File: config.mk
export PLATFORM = sky130hd
export DESIGN_NAME = crwc_clock_reset_wake
export DESIGN_NICKNAME = d
export VERILOG_FILES = /design/src/crwc_pkg.sv /design/src/crwc_clock_reset_wake.sv
export SDC_FILE = /design/constraint.sdc
export NUM_CORES = 1
export LEC_CHECK = 0
export BUFFER_PORTS_ARGS = -buffer_cell sky130_fd_sc_hd__buf_2
export CORE_ASPECT_RATIO = 0.9
export CORE_MARGIN = 2
export CORE_UTILIZATION = 60
export CTS_CLUSTER_DIAMETER = 150
export DETAILED_ROUTE_END_ITERATION = 8
export HOLD_SLACK_MARGIN = 0.06
export PLACE_DENSITY = 0.87
export SETUP_SLACK_MARGIN = 0.1
export SLEW_MARGIN = 20
export SYNTH_ARGS = -nofsm -noshare
export SYNTH_HDL_FRONTEND = slang
export SYNTH_SLANG_ARGS = --single-unit
File: constraint.sdc
create_clock -name clk_i -period 4.7 [get_ports clk_i]
set_input_delay 0 -clock clk_i [delete_from_list [all_inputs] [get_ports clk_i]]
set_output_delay 0 -clock clk_i [all_outputs]
set_load 0.1 [all_outputs]
File: src/crwc_pkg.sv
// Package with register map, field layout and timing constants.
package crwc_pkg;
   localparam int unsigned CLK_HZ = 20000000;
   localparam logic [7:0] ADDR_WDOG_CLEAR = 8'h26;
   localparam logic [7:0] ADDR_CLOCK_CFG = 8'hf8;
   localparam logic [7:0] ADDR_STATUS_CTRL = 8'hff;
   localparam logic [7:0] CLOCK_CFG_RESET = 8'h00;
   localparam int unsigned BIT_EXT_OSC_EN = 0;
   localparam int unsigned BIT_CLK_OUT_DIS = 1;
   localparam int unsigned BIT_PREC_USB = 2;
   localparam int unsigned BIT_UV_DISABLE = 3;
   localparam int unsigned WAKE_ADJ_LSB = 4;
   localparam int unsigned BIT_RESUME_LONG = 7;
   localparam int unsigned BIT_SUPPLY_FLAG = 4;
   localparam int unsigned BIT_DOG_FLAG = 6;
   localparam logic [7:0] STATUS_RESET = 8'h00;
   localparam logic [7:0] STACK_PTR_RESET = 8'h00;
   localparam logic [15:0] RESTART_ADDR = 16'h0000;
   localparam int unsigned RESUME_LONG_US = 4000;
   localparam int unsigned RESUME_SHORT_US = 128;
   localparam int unsigned RESUME_INT_US = 8;
   localparam int unsigned STARTUP_WAIT_US = 24000;
   localparam int unsigned BASE_WAKE_US = 1000;
   localparam int unsigned DOG_PERIOD_US = 8000;
   localparam int unsigned DOG_HOLD_US = 2000;
   localparam int unsigned CYC_PER_US = CLK_HZ / 1000000;
   localparam int unsigned RESUME_LONG_CYC = RESUME_LONG_US * CYC_PER_US;
   localparam int unsigned RESUME_SHORT_CYC = RESUME_SHORT_US * CYC_PER_US;
   localparam int unsigned RESUME_INT_CYC = RESUME_INT_US * CYC_PER_US;
   localparam int unsigned STARTUP_WAIT_CYC = STARTUP_WAIT_US * CYC_PER_US;
   localparam int unsigned BASE_WAKE_CYC = BASE_WAKE_US * CYC_PER_US;
   localparam int unsigned DOG_PERIOD_CYC = DOG_PERIOD_US * CYC_PER_US;
   localparam int unsigned DOG_HOLD_CYC = DOG_HOLD_US * CYC_PER_US;
   typedef enum logic [2:0] {
      ST_SUPPLY_HOLD = 3'b000,
      ST_STARTUP = 3'b001,
      ST_DOG_HOLD = 3'b010,
      ST_RUN = 3'b011,
      ST_SUSPEND = 3'b100,
      ST_OSC_WAIT = 3'b101
   } crwc_state_e;
   typedef struct packed {
      logic core_reset;
      logic [15:0] restart_addr;
      logic [7:0] call_stack_pointer;
      logic [7:0] data_stack_pointer;
      logic pins_tristate;
      logic irq_disable;
      logic usb_disable;
   } crwc_core_ctl_s;
endpackage : crwc_pkg

File: src/crwc_clock_reset_wake.sv
// Clock selection, oscillator resume delay, wake timer and reset sequencer.
// Function
// - Bit 0 selects external oscillator.
// - External resume waits 4 ms or 128 us.
// - Internal resume waits fixed 8 us.
// - Wake period is base times two-power field.
// - Wake interrupts only while enabled.
// - Undervoltage holds start-up period, restarts zero.
// - Reset entry pushes nothing on stack.
// - Reset clears registers except status register.
// - Reset tri-states pins, disables interrupts, USB.
// - Supply resets force internal clock, wait start-up.
// - Dog reset clears enable; clock kept until suspend.
// - Reset zeroes both stack pointers.
// - Power-up internal clock, undervoltage reset enabled.
// - Disable bit and suspend turn undervoltage off.
// - Sag monitor stays active when undervoltage off.
// - Supply reset flag set on either reset.
// - Sag event re-enables undervoltage, holds reset.
// - Clear write restarts dog; rollover resets.
// - Dog reset sets status bit six.
// - Dog reset held about 2 ms.
//
// Chosen here: the Wishbone slave port.
`timescale 1ns/1ps
module crwc_clock_reset_wake
   import crwc_pkg::*;
#(
   parameter int unsigned STARTUP_CYC = STARTUP_WAIT_CYC,
   parameter int unsigned BASE_WAKE = BASE_WAKE_CYC,
   parameter int unsigned DOG_CYC = DOG_PERIOD_CYC,
   parameter int unsigned DOG_HOLD = DOG_HOLD_CYC,
   parameter int unsigned RES_LONG = RESUME_LONG_CYC,
   parameter int unsigned RES_SHORT = RESUME_SHORT_CYC,
   parameter int unsigned RES_INT = RESUME_INT_CYC
) (
   input wire logic clk_i,
   input wire logic rst_i,
   input wire logic ce_i,
   input wire logic [7:0] wb_adr_i,
   input wire logic [7:0] wb_dat_i,
   output logic [7:0] wb_dat_o,
   input wire logic wb_we_i,
   input wire logic wb_sel_i,
   input wire logic wb_cyc_i,
   input wire logic wb_stb_i,
   output logic wb_ack_o,
   input wire logic undervoltage_i,
   input wire logic supply_sag_i,
   input wire logic suspend_req_i,
   input wire logic wake_event_i,
   input wire logic wake_irq_enable_i,
   output logic wake_irq_o,
   output logic ext_osc_run_o,
   output logic clk_out_disable_o,
   output logic precision_usb_o,
   output logic undervoltage_active_o,
   output logic suspended_o,
   output crwc_core_ctl_s core_ctl_o
);
   initial begin
      if (STARTUP_CYC < 1 || BASE_WAKE < 1 || DOG_CYC < 1 ||
          DOG_HOLD < 1 || RES_LONG < 1 || RES_SHORT < 1 || RES_INT < 1)
         $error("crwc: all cycle counts must be at least one");
      if (BASE_WAKE > 32'h00ffffff)
         $error("crwc: base wake count too large for timer");
   end

   crwc_state_e state;
   logic [7:0] clock_cfg;
   logic [7:0] status_ctrl;
   logic ext_mode;
   logic [31:0] seq_cnt;
   logic [31:0] dog_cnt;
   logic [31:0] wake_cnt;
   logic [31:0] wake_limit;
   logic [31:0] resume_limit;
   logic access;
   logic wr_cfg;
   logic wr_dog;
   logic wr_status;
   logic dog_roll;
   logic uv_enabled;
   logic uv_trip;
   logic supply_reset;
   logic running;

   assign access = wb_cyc_i && wb_stb_i && !wb_ack_o;
   assign wr_cfg = access && wb_we_i && wb_sel_i &&
                   wb_adr_i == ADDR_CLOCK_CFG;
   assign wr_dog = access && wb_we_i && wb_sel_i &&
                   wb_adr_i == ADDR_WDOG_CLEAR;
   assign wr_status = access && wb_we_i && wb_sel_i &&
                      wb_adr_i == ADDR_STATUS_CTRL;
   assign running = state == ST_RUN;
   assign uv_enabled = !clock_cfg[BIT_UV_DISABLE] && state != ST_SUSPEND;
   assign uv_trip = uv_enabled && undervoltage_i;
   assign supply_reset = supply_sag_i || uv_trip;
   assign dog_roll = running && dog_cnt >= DOG_CYC - 1;
   assign wake_limit = BASE_WAKE << clock_cfg[WAKE_ADJ_LSB +: 3];
   assign resume_limit = (ext_mode || clock_cfg[BIT_EXT_OSC_EN]) ?
      (clock_cfg[BIT_RESUME_LONG] ? RES_LONG : RES_SHORT) : RES_INT;

   // Single-cycle answer; unmapped addresses still acknowledge, reading zero.
   always_ff @(posedge clk_i) begin
      if (rst_i) begin
         wb_ack_o <= 1'b0;
         wb_dat_o <= 8'h00;
      end else if (ce_i) begin
         wb_ack_o <= access;
         if (access && !wb_we_i) begin
            case (wb_adr_i)
               ADDR_CLOCK_CFG: wb_dat_o <= clock_cfg;
               ADDR_STATUS_CTRL: wb_dat_o <= status_ctrl;
               default: wb_dat_o <= 8'h00;
            endcase
         end
      end
   end

   // Configuration register; supply resets and dog rollovers clear it.
   always_ff @(posedge clk_i) begin
      if (rst_i) begin
         clock_cfg <= CLOCK_CFG_RESET;
      end else if (ce_i) begin
         if (supply_reset || dog_roll) begin
            clock_cfg <= CLOCK_CFG_RESET;
         end else if (wr_cfg) begin
            clock_cfg <= wb_dat_i;
         end
      end
   end

   // Active clock mode; a dog reset clears the enable bit but the mode
   // only follows it on the next suspend entry.
   always_ff @(posedge clk_i) begin
      if (rst_i) begin
         ext_mode <= 1'b0;
      end else if (ce_i) begin
         if (supply_reset) begin
            ext_mode <= 1'b0;
         end else if (running && suspend_req_i) begin
            ext_mode <= clock_cfg[BIT_EXT_OSC_EN];
         end else if (state == ST_OSC_WAIT &&
                      seq_cnt >= resume_limit - 1) begin
            // The new source is used only once its start-up delay is over.
            ext_mode <= ext_mode || clock_cfg[BIT_EXT_OSC_EN];
         end
      end
   end

   // Status register survives every reset except the external one.
   always_ff @(posedge clk_i) begin
      if (rst_i) begin
         status_ctrl <= STATUS_RESET;
      end else if (ce_i) begin
         if (wr_status) begin
            status_ctrl <= wb_dat_i & ~({7'h00, 1'b0} |
                                        8'(1 << BIT_SUPPLY_FLAG) |
                                        8'(1 << BIT_DOG_FLAG));
         end
         if (supply_reset) begin
            status_ctrl[BIT_SUPPLY_FLAG] <= 1'b1;
         end
         if (dog_roll) begin
            status_ctrl[BIT_DOG_FLAG] <= 1'b1;
         end
         if (wr_status && !supply_reset) begin
            status_ctrl[BIT_SUPPLY_FLAG] <= status_ctrl[BIT_SUPPLY_FLAG] &
                                            wb_dat_i[BIT_SUPPLY_FLAG];
         end
         if (wr_status && !dog_roll) begin
            status_ctrl[BIT_DOG_FLAG] <= status_ctrl[BIT_DOG_FLAG] &
                                         wb_dat_i[BIT_DOG_FLAG];
         end
      end
   end

   // Sequencer states and the shared delay counter.
   always_ff @(posedge clk_i) begin
      if (rst_i) begin
         state <= ST_SUPPLY_HOLD;
         seq_cnt <= '0;
      end else if (ce_i) begin
         if (supply_reset) begin
            state <= ST_SUPPLY_HOLD;
            seq_cnt <= '0;
         end else if (dog_roll) begin
            state <= ST_DOG_HOLD;
            seq_cnt <= '0;
         end else begin
            case (state)
               ST_SUPPLY_HOLD: begin
                  state <= ST_STARTUP;
                  seq_cnt <= '0;
               end
               ST_STARTUP: begin
                  if (seq_cnt >= STARTUP_CYC - 1) begin
                     state <= ST_RUN;
                     seq_cnt <= '0;
                  end else begin
                     seq_cnt <= seq_cnt + 32'd1;
                  end
               end
               ST_DOG_HOLD: begin
                  if (seq_cnt >= DOG_HOLD - 1) begin
                     state <= ST_RUN;
                     seq_cnt <= '0;
                  end else begin
                     seq_cnt <= seq_cnt + 32'd1;
                  end
               end
               ST_RUN: begin
                  seq_cnt <= '0;
                  if (suspend_req_i) begin
                     state <= ST_SUSPEND;
                  end else if (!ext_mode && clock_cfg[BIT_EXT_OSC_EN]) begin
                     state <= ST_OSC_WAIT;
                  end
               end
               ST_SUSPEND: begin
                  seq_cnt <= '0;
                  if (wake_event_i) begin
                     state <= ST_OSC_WAIT;
                  end
               end
               ST_OSC_WAIT: begin
                  if (seq_cnt >= resume_limit - 1) begin
                     state <= ST_RUN;
                     seq_cnt <= '0;
                  end else begin
                     seq_cnt <= seq_cnt + 32'd1;
                  end
               end
               default: begin
                  state <= ST_SUPPLY_HOLD;
                  seq_cnt <= '0;
               end
            endcase
         end
      end
   end

   // Dog timer counts only while code runs.
   always_ff @(posedge clk_i) begin
      if (rst_i) begin
         dog_cnt <= '0;
      end else if (ce_i) begin
         if (!running || wr_dog || dog_roll) begin
            dog_cnt <= '0;
         end else begin
            dog_cnt <= dog_cnt + 32'd1;
         end
      end
   end

   // Wake timer keeps running in suspend, where it matters most.
   always_ff @(posedge clk_i) begin
      if (rst_i) begin
         wake_cnt <= '0;
         wake_irq_o <= 1'b0;
      end else if (ce_i) begin
         wake_irq_o <= 1'b0;
         if (!wake_irq_enable_i || wr_cfg) begin
            wake_cnt <= '0;
         end else if (wake_cnt >= wake_limit - 1) begin
            wake_cnt <= '0;
            wake_irq_o <= 1'b1;
         end else begin
            wake_cnt <= wake_cnt + 32'd1;
         end
      end
   end

   assign ext_osc_run_o = ext_mode;
   assign clk_out_disable_o = clock_cfg[BIT_CLK_OUT_DIS];
   assign precision_usb_o = clock_cfg[BIT_PREC_USB];
   assign undervoltage_active_o = uv_enabled;
   assign suspended_o = state == ST_SUSPEND;

   always_comb begin
      core_ctl_o.core_reset = !running && state != ST_SUSPEND &&
                              state != ST_OSC_WAIT;
      core_ctl_o.restart_addr = RESTART_ADDR;
      core_ctl_o.call_stack_pointer = STACK_PTR_RESET;
      core_ctl_o.data_stack_pointer = STACK_PTR_RESET;
      core_ctl_o.pins_tristate = core_ctl_o.core_reset;
      core_ctl_o.irq_disable = core_ctl_o.core_reset;
      core_ctl_o.usb_disable = core_ctl_o.core_reset;
   end
endmodule : crwc_clock_reset_wake

* Yosys cells after proc, flatten, opt, wreduce, memory -nomap -nowiden
Index checks and enable logic that the tools add are counted.
** Storage, ports and cells
- Bits in registers :: 126
- Input bits :: 28
- Output and inout bits :: 51
** Operators by class
- Add/sub/neg operators :: 5
- Order comparisons :: 5
- Equal/unequal tests :: 15
- Shift operators :: 1
- Muxes and demuxes :: 33
- Bitwise gates (word level) :: 2
- Reduce and logical (&&, ||, !) cells :: 44
** Operators by type and width (count)
- 2-to-1 mux 32 bit :: 8
- adder 32 x 1 -> 32 bit, second input constant :: 3
- one-hot mux 32 bit (3 select lines) :: 1
- >= comparator 32 bit :: 2
- 2-to-1 mux 17 bit :: 2
- >= comparator 32 x 16 -> 1 bit, second input constant :: 1
- >= comparator 32 x 18 -> 1 bit, second input constant :: 1
- >= comparator 32 x 19 -> 1 bit, second input constant :: 1
- left shift 15 x 3 -> 32 bit, first input constant :: 1
- subtractor 32 x 1 -> 32 bit, second input constant :: 1
- 2-to-1 mux 3 bit :: 8
- logical AND 1 bit :: 18
- one-hot mux 3 bit (6 select lines) :: 1
- subtractor 17 x 1 -> 18 bit, second input constant :: 1
- == test 8 bit, second input constant :: 2
- 2-to-1 mux 8 bit :: 2
- one-hot mux 8 bit (2 select lines) :: 1
- AND reduction 2 bit :: 6
- 2-to-1 mux 1 bit :: 9
- nonzero test 3 bit :: 3
- == test 8 x 6 -> 1 bit, second input constant :: 1
- zero test 1 bit :: 8
- != test 4 bit, second input constant :: 2
- 2-to-1 mux 7 bit :: 1
- 12 further kinds :: 21

* Depth between registers and ports, before layout
Gate-level depths: netlist (run 1).
- Word-level depth :: 8
- Mapped depth :: 18
- Depth with buffers taken out :: 16

* Worst setup path after synthesis (run 1)
OpenSTA, ideal clock, no wires.
- Path type :: reg-to-reg
- From :: reg clock_cfg[4]
- To :: reg wake_cnt[24]
- Library setup time :: 0.062 ns
- Arrival time :: 3.682 ns
- Path slack :: 0.956 ns
- Cell stages (with the launch flop) :: 18
- Buffers on the path :: 2
- Period minus slack after synthesis :: 3.744 ns
- Cells stage by stage :: dfxtp_1 inv_1 ha_1 clkbuf_1 nand2_1 ha_1 nand3b_1 nor3_1 o22ai_1 ha_1 or4_1 a211oi_2 o211ai_1 a41o_1 or3_1 buf_2 or3_1 nand3_1
** Between the ends
- Cells in the longest elaborated chain, start to end :: 5
** RTL lines
- from (decl) :: RTL line crwc_clock_reset_wake.sv:70 : logic [7:0] clock_cfg;
- from (signal assigned) :: RTL line crwc_clock_reset_wake.sv:129 : clock_cfg <= wb_dat_i;
- left shift 15 x 3 -> 32 bit :: RTL line crwc_clock_reset_wake.sv:100 : assign wake_limit = BASE_WAKE << clock_cfg[WAKE_ADJ_LSB +: 3];
- subtractor 32 x 1 -> 32 bit :: RTL line crwc_clock_reset_wake.sv:266 : end else if (wake_cnt >= wake_limit - 1) begin
- >= comparator 32 bit :: RTL line crwc_clock_reset_wake.sv:266
- 2-to-1 mux 32 bit :: RTL line crwc_clock_reset_wake.sv:266
- 2-to-1 mux 32 bit :: RTL line crwc_clock_reset_wake.sv:264 : if (!wake_irq_enable_i || wr_cfg) begin
- to (signal assigned) :: RTL line crwc_clock_reset_wake.sv:270 : wake_cnt <= wake_cnt + 32'd1;
- to (decl) :: RTL line crwc_clock_reset_wake.sv:75 : logic [31:0] wake_cnt;
No other way between the ends.
A chain may end at the register's enable or synchronous reset.

* Worst setup path after layout (run 1)
- From :: reg clock_cfg[4]
- To :: reg wake_cnt[20]
The elaborated chain is that of the path after synthesis.

==> results of run 1 <==
==> power groups by stage <==
stage	clock [mW]	sequential [mW]	combinational [mW]
2_1_floorplan	0	1.12	0.187
5_1_grt	1.35	1.08	0.236
4_1_cts	1.30	1.08	0.222
6_report	1.30	1.08	0.224
3_3_place_gp	0	1.10	0.214
3_5_place_dp	0	1.10	0.216
==> cells in the mapped netlist, types with 7 or more instances <==
| cell type | number | area share |
|---|---|---|
| dfxtp_1 | 126 | 0.34 |
| nor2_1 | 103 | 0.053 |
| nand2_1 | 95 | 0.049 |
| nand3_1 | 54 | 0.037 |
| nor3_1 | 49 | 0.033 |
| ha_1 | 43 | 0.073 |
| xor2_1 | 36 | 0.043 |
| a21oi_1 | 35 | 0.024 |
| buf_4 | 35 | 0.036 |
| o21ai_0 | 30 | 0.020 |
| clkbuf_1 | 29 | 0.015 |
| and3_1 | 25 | 0.021 |
| xnor2_1 | 24 | 0.029 |
| nand4_1 | 20 | 0.017 |
| inv_1 | 17 | 0.0087 |
| a22oi_1 | 16 | 0.016 |
| a211oi_1 | 13 | 0.013 |
| nor4_1 | 12 | 0.010 |
| a21o_1 | 11 | 0.011 |
| and4_1 | 11 | 0.013 |
| mux2i_1 | 8 | 0.011 |
| buf_2 | 7 | 0.0048 |
| or3_1 | 7 | 0.0060 |
==> through the flow <==
stage	util	instance area [µm²]	total power, mW
after floorplan	-	7500	1.30
after global placement	0.632	7570	1.31
after detailed placement	0.632	7570	1.32
after CTS	0.688	8250	2.60
after global routing	0.689	8250	2.66
final	0.689	8250	2.60
==> flip-flops by register name, summed over array words and instances (netlist names), 3 cells and up <==
signal,cells
seq_cnt,32
status_ctrl,8
state,3
clock_cfg,8
wb_dat_o,8
dog_cnt,32
wake_cnt,32
==> worst max-delay path by stage <==
| stage | to | slack (ns) | start |
|---|---|---|---|
| 6_report | wake_cnt[20] | 0.58 | clock_cfg[4] |
| 5_1_grt | wake_cnt[24] | 0.30 | clock_cfg[4] |
| 4_1_cts | wake_cnt[20] | 0.43 | clock_cfg[4] |
| 3_5_place_dp | wake_cnt[20] | 0.50 | clock_cfg[4] |
| 3_3_place_gp | wake_cnt[24] | 0.64 | clock_cfg[4] |
| 2_1_floorplan | wake_cnt[24] | 0.96 | clock_cfg[4] |
==> layout make-up <==
cell class,count,area (µm²),share of cell area
Multi-Input combinational cell,735,4490,0.545
Timing Repair Buffer,63,380,0.0461
Clock inverter,10,113,0.0136
Clock buffer,22,474,0.0575
Tap cell,160,200,0.0243
Sequential cell,126,2520,0.306
Inverter,18,67.6,0.00819
==> per-layer routing <==
metal	routed length [µm]	vias to the layer above	track usage
met2	7480	228	0.416
li1	-	3329	-
met5	0	-	0
met4	331	0	0.110
met3	915	32	0.0523
met1	8000	3169	0.346
==> logic make-up (layout without fill, tap and decap cells) <==
logic type	count (synthesis)	count (layout)
other	2	42
buffers and inverters	93	113
muxes	8	8
AOI/OAI and AO/OA	165	165
DFF	126	126
adders and majority gates	43	43
xor gates and xnor gates	60	60
and+or+nand+nor	417	417
==> what timing repair did <==
item / 4_1_cts / 5_1_grt
hold endpoints to repair: 17 / 0
endpoints found under the setup margin: 0 / 5
resized for setup: 0 / 1
hold buffers: 9 / 0
==> critical path, stage by stage (launching register included) <==
cell and delay, ns:
dfxtp_1 0.52, inv_1 0.15, ha_1 0.34, nand2_1 0.17, ha_1 0.22, nand3b_1 0.13, nor3_1 0.18, o22ai_1 0.12
ha_1 0.21, or4_1 0.54, a211oi_2 0.20, o211ai_1 0.10, a41o_1 0.28, or3_4 0.45, o311ai_0 0.39
==> flow_summary.toml, run 1 <==
[run_status]
status = "completed"

[power]
p_comb_frac = 0.086
irDropWorstVdd_mv = 0.291
p_switching_mw = 0.674
clkPwrFrac = 0.499
sw_frac_of_total = 0.259
p_per_area_mw_per_mm2 = 315
p_leak_nw = 3.18
p_seq_frac = 0.415
internal_power_mw = 1.93

[critical_path]
cp_max_fo = 19
cp-start-kind = "register"
crit_arrival_ns = 4.42
r2r_cells = 14
r2r_end = "wake_cnt[20]"
endpoint_kind = "register"
rr_startpoint = "clock_cfg[4]"
worstPathRequired_ns = 5.00
reg2reg_setup_slack_ns = 0.58
worstSetupPathType = "reg -> reg"

[yosys]
synthMuxAreaShare = 0.0109
postSynthCellCount = 914
syn_area_per_cell_um2 = 8.04
synth_top_family_by_area = "simple AND/OR/NAND/NOR gates"
synth_seq_cells = 126
synth_cell_types = 64
syn_area_mm2 = 0.00735
synth_simple_gate_area_share = 0.280
synth_xor_area_frac = 0.0715
ys.flop_type = "dfxtp_1"
yosys.area_share.adder = 0.0732
ys_warn_count = 0
ys_seq_area_frac = 0.343
synth_edf_count = 0
synth-async-reset-ratio = 0
synth-compound-area-share = 0.153

[sta]
holdWs_ns = 0.0686
worst_slew_pin_slew_ns = 0.941
rsz0062_at_grt = "false"
hold_viol_final = 0
setup_viol = 0
period_share = 0.877
finalMaxSlewViolations = 0
layout_setup_ws_ns = 0.577
fin_setup_tns_ns = 0
min_period_ns = 4.12
slew_headroom = 0.367
skew_ns = 0.00727
fmax_mhz = 243

[hold_path]
min_to = "wake_irq_o"
min_delay_path_depth = 3
hold_path.class = "in -> reg"
hp-start = "wake_irq_enable_i"

[placed_design]
routabilityCongestion = 0.898
portBuffers = 46
dp_hpwl_um = 11100
dp_cells = 1093
dp_slack_ns = 0.501

[route]
drt_pass1_iterations = 5
route.detailed.drc = 0
totalWireLength_um = 16700
viasPerCell = 5.96
wl_per_cell_um = 14.7
drtIter0Drc = 588
vias = 6758
ant_nets = 0

[clock_network]
postCtsSetupBuffers = 0
cts_tree = "done"
clock-root-buffer = "clkbuf_16"
clk_pin_slew_ns = 0.06
cts.sinks = 126
cts_made_buffers = 17
clock_latency_ns = 0.42
cts_buffer_depth = 2
cts_max_level = 4

[floorplanning]
dieHeight_um = 109
fp-row-count = 38
fp.dieW_um = 121
fp.coreArea_mm2 = 0.0120
fp.dieArea_mm2 = 0.0132
start_util = 0.613
io_pins = 79

[finish]
stdcell_count = 1134
final_common_cell = "dfxtp_1"
synthToLayoutAreaGrowth_pct = 12.3
nets = 1032
drive_gt1_frac = 0.101
final_cell_mix = "dfxtp_1 (126), nor2_1 (102), nand2_1 (95)"
fillers = 911
antenna_cells = 0

[global_route]
grt_usage = 0.261
grt_pass1_vias = 5981
grt_pass1_wl_um = 27900
grt_overflow = 0
grt_antenna_before_repair = 0
grt_max_degree = 67

[job]
maxCapViolations = 0
Note: power is estimated with default switching activity, not from simulation.
==> inputs of run 2 (changes only) <==
--- a/config.mk
+++ b/config.mk
@@ -12,7 +12,7 @@
 export CTS_CLUSTER_DIAMETER = 150
 export DETAILED_ROUTE_END_ITERATION = 8
 export HOLD_SLACK_MARGIN = 0.06
-export PLACE_DENSITY = 0.87
+export PLACE_DENSITY_LB_ADDON = 0.12
 export SETUP_SLACK_MARGIN = 0.1
 export SLEW_MARGIN = 20
 export SYNTH_ARGS = -nofsm -noshare
==> flow_summary.toml, run 2 (synthesis results as in run 1) <==
[critical_path]
worstSetupPathType = "reg -> reg"
crit_arrival_ns = 4.50
r2r_cells = 15
cp_max_fo = 19
endpoint_kind = "register"
worstPathRequired_ns = 5.06
reg2reg_setup_slack_ns = 0.57
cp-start-kind = "register"

[route]
drt_pass1_iterations = 5
totalWireLength_um = 17000
wl_per_cell_um = 14.9
viasPerCell = 5.85
vias = 6654
drtIter0Drc = 540
ant_nets = 0
route.detailed.drc = 0

[global_route]
grt_pass1_wl_um = 28900
grt_usage = 0.269
grt_antenna_before_repair = 0
grt_pass1_vias = 6253
grt_max_degree = 67
grt_overflow = 0

[placed_design]
dp_cells = 1093
dp_slack_ns = 0.432
dp_hpwl_um = 11400
portBuffers = 46
placed_cell_area_mm2 = 0.00757
routabilityCongestion = 0.840

[power]
p_per_area_mw_per_mm2 = 324
irDropWorstVdd_mv = 0.242
p_leak_nw = 3.22

[job]
maxCapViolations = 0

[run_status]
status = "completed"

[clock_network]
cts_made_buffers = 17
clock-root-buffer = "clkbuf_16"
cts_tree = "done"
clock_latency_ns = 0.42
cts_max_level = 4
postCtsSetupBuffers = 0
cts_buffer_depth = 2
clk_pin_slew_ns = 0.06
cts.sinks = 126

[sta]
finalMaxSlewViolations = 0
period_share = 0.879
hold_viol_final = 0
fin_setup_tns_ns = 0
fmax_mhz = 242
rsz0062_at_grt = "false"
skew_ns = 0.00874
setup_viol = 0
worst_slew_pin_slew_ns = 0.921
min_period_ns = 4.13
slew_headroom = 0.386
layout_setup_ws_ns = 0.567

[floorplanning]
dieHeight_um = 109
io_pins = 79
fp.coreArea_mm2 = 0.0120
start_util = 0.613
fp.dieW_um = 121
fp.dieArea_mm2 = 0.0132
fp-row-count = 38

[finish]
drive_gt1_frac = 0.102
nets = 1035
final_common_cell = "dfxtp_1"
final_area_mm2 = 0.00833
final_cell_mix = "dfxtp_1 (126), nor2_1 (102), nand2_1 (95)"
reg_top3 = "dog_cnt x32, seq_cnt x32, wake_cnt x32"
synthToLayoutAreaGrowth_pct = 13.4
stdcell_count = 1138

[hold_path]
hold_path.class = "in -> reg"
min_delay_path_depth = 5
-- run 2: worst max-delay path, stage by stage, from the launching register on --
cell and delay, ns:
dfxtp_1 0.52, inv_1 0.15, ha_1 0.35, nand2_1 0.18
ha_1 0.22, nand3b_1 0.13, nor3_1 0.15, o22ai_1 0.11
ha_1 0.22, or4_1 0.54, a211oi_2 0.20, o211ai_1 0.11
a41o_1 0.28, or3_4 0.45, or3_1 0.38, nand3_1 0.08
-- run 2: per-layer routing --
layer / track usage / up-vias / part of all wire
met4: 0.101 / 0 / 0.012
li1: - / 3318 / -
met1: 0.345 / 3128 / 0.47
met5: 0 / - / 0
met3: 0.0533 / 21 / 0.045
met2: 0.450 / 187 / 0.47
-- run 2: layout make-up --
type,instances,area (µm²)
fill,950,3650
clock inverter,11,155
tap,160,200
antenna,1,2.50
timing repair buffer,66,410
multi-input combinational,735,4490
inverter,18,67.6
sequential,126,2520
clock buffer,21,480
-- run 2: metrics by stage --
stage | power, mW | utilization | hold slack (ns)
6_report | 2.70 | 0.695 | 0.0921
2_1_floorplan | 1.30 | - | 0.136
3_3_place_gp | 1.31 | 0.632 | 0.253
4_1_cts | 2.72 | 0.695 | 0.0757
5_1_grt | 2.78 | 0.695 | 0.101
3_5_place_dp | 1.32 | 0.632 | 0.260
-- run 2: final timing paths --
kind | start | end
setup / recovery | clock_cfg[4] | wake_cnt[26]
hold / removal | wb_we_i | wb_dat_o[3]
setup reg to reg | clock_cfg[4] | wake_cnt[26]
hold reg to reg | wake_irq_o | wake_irq_o
-- run 2: power breakdown --
part           switching (mW)  internal [mW]
sequential            0.00406           1.07
clock                   0.502          0.895
combinational           0.190         0.0352
-- run 2: timing repair --
action / in CTS / in global routing
endpoints found under the hold margin: 19 / 0
resized for setup: 0 / 1
setup endpoints to repair: 0 / 6
hold buffers: 12 / 0
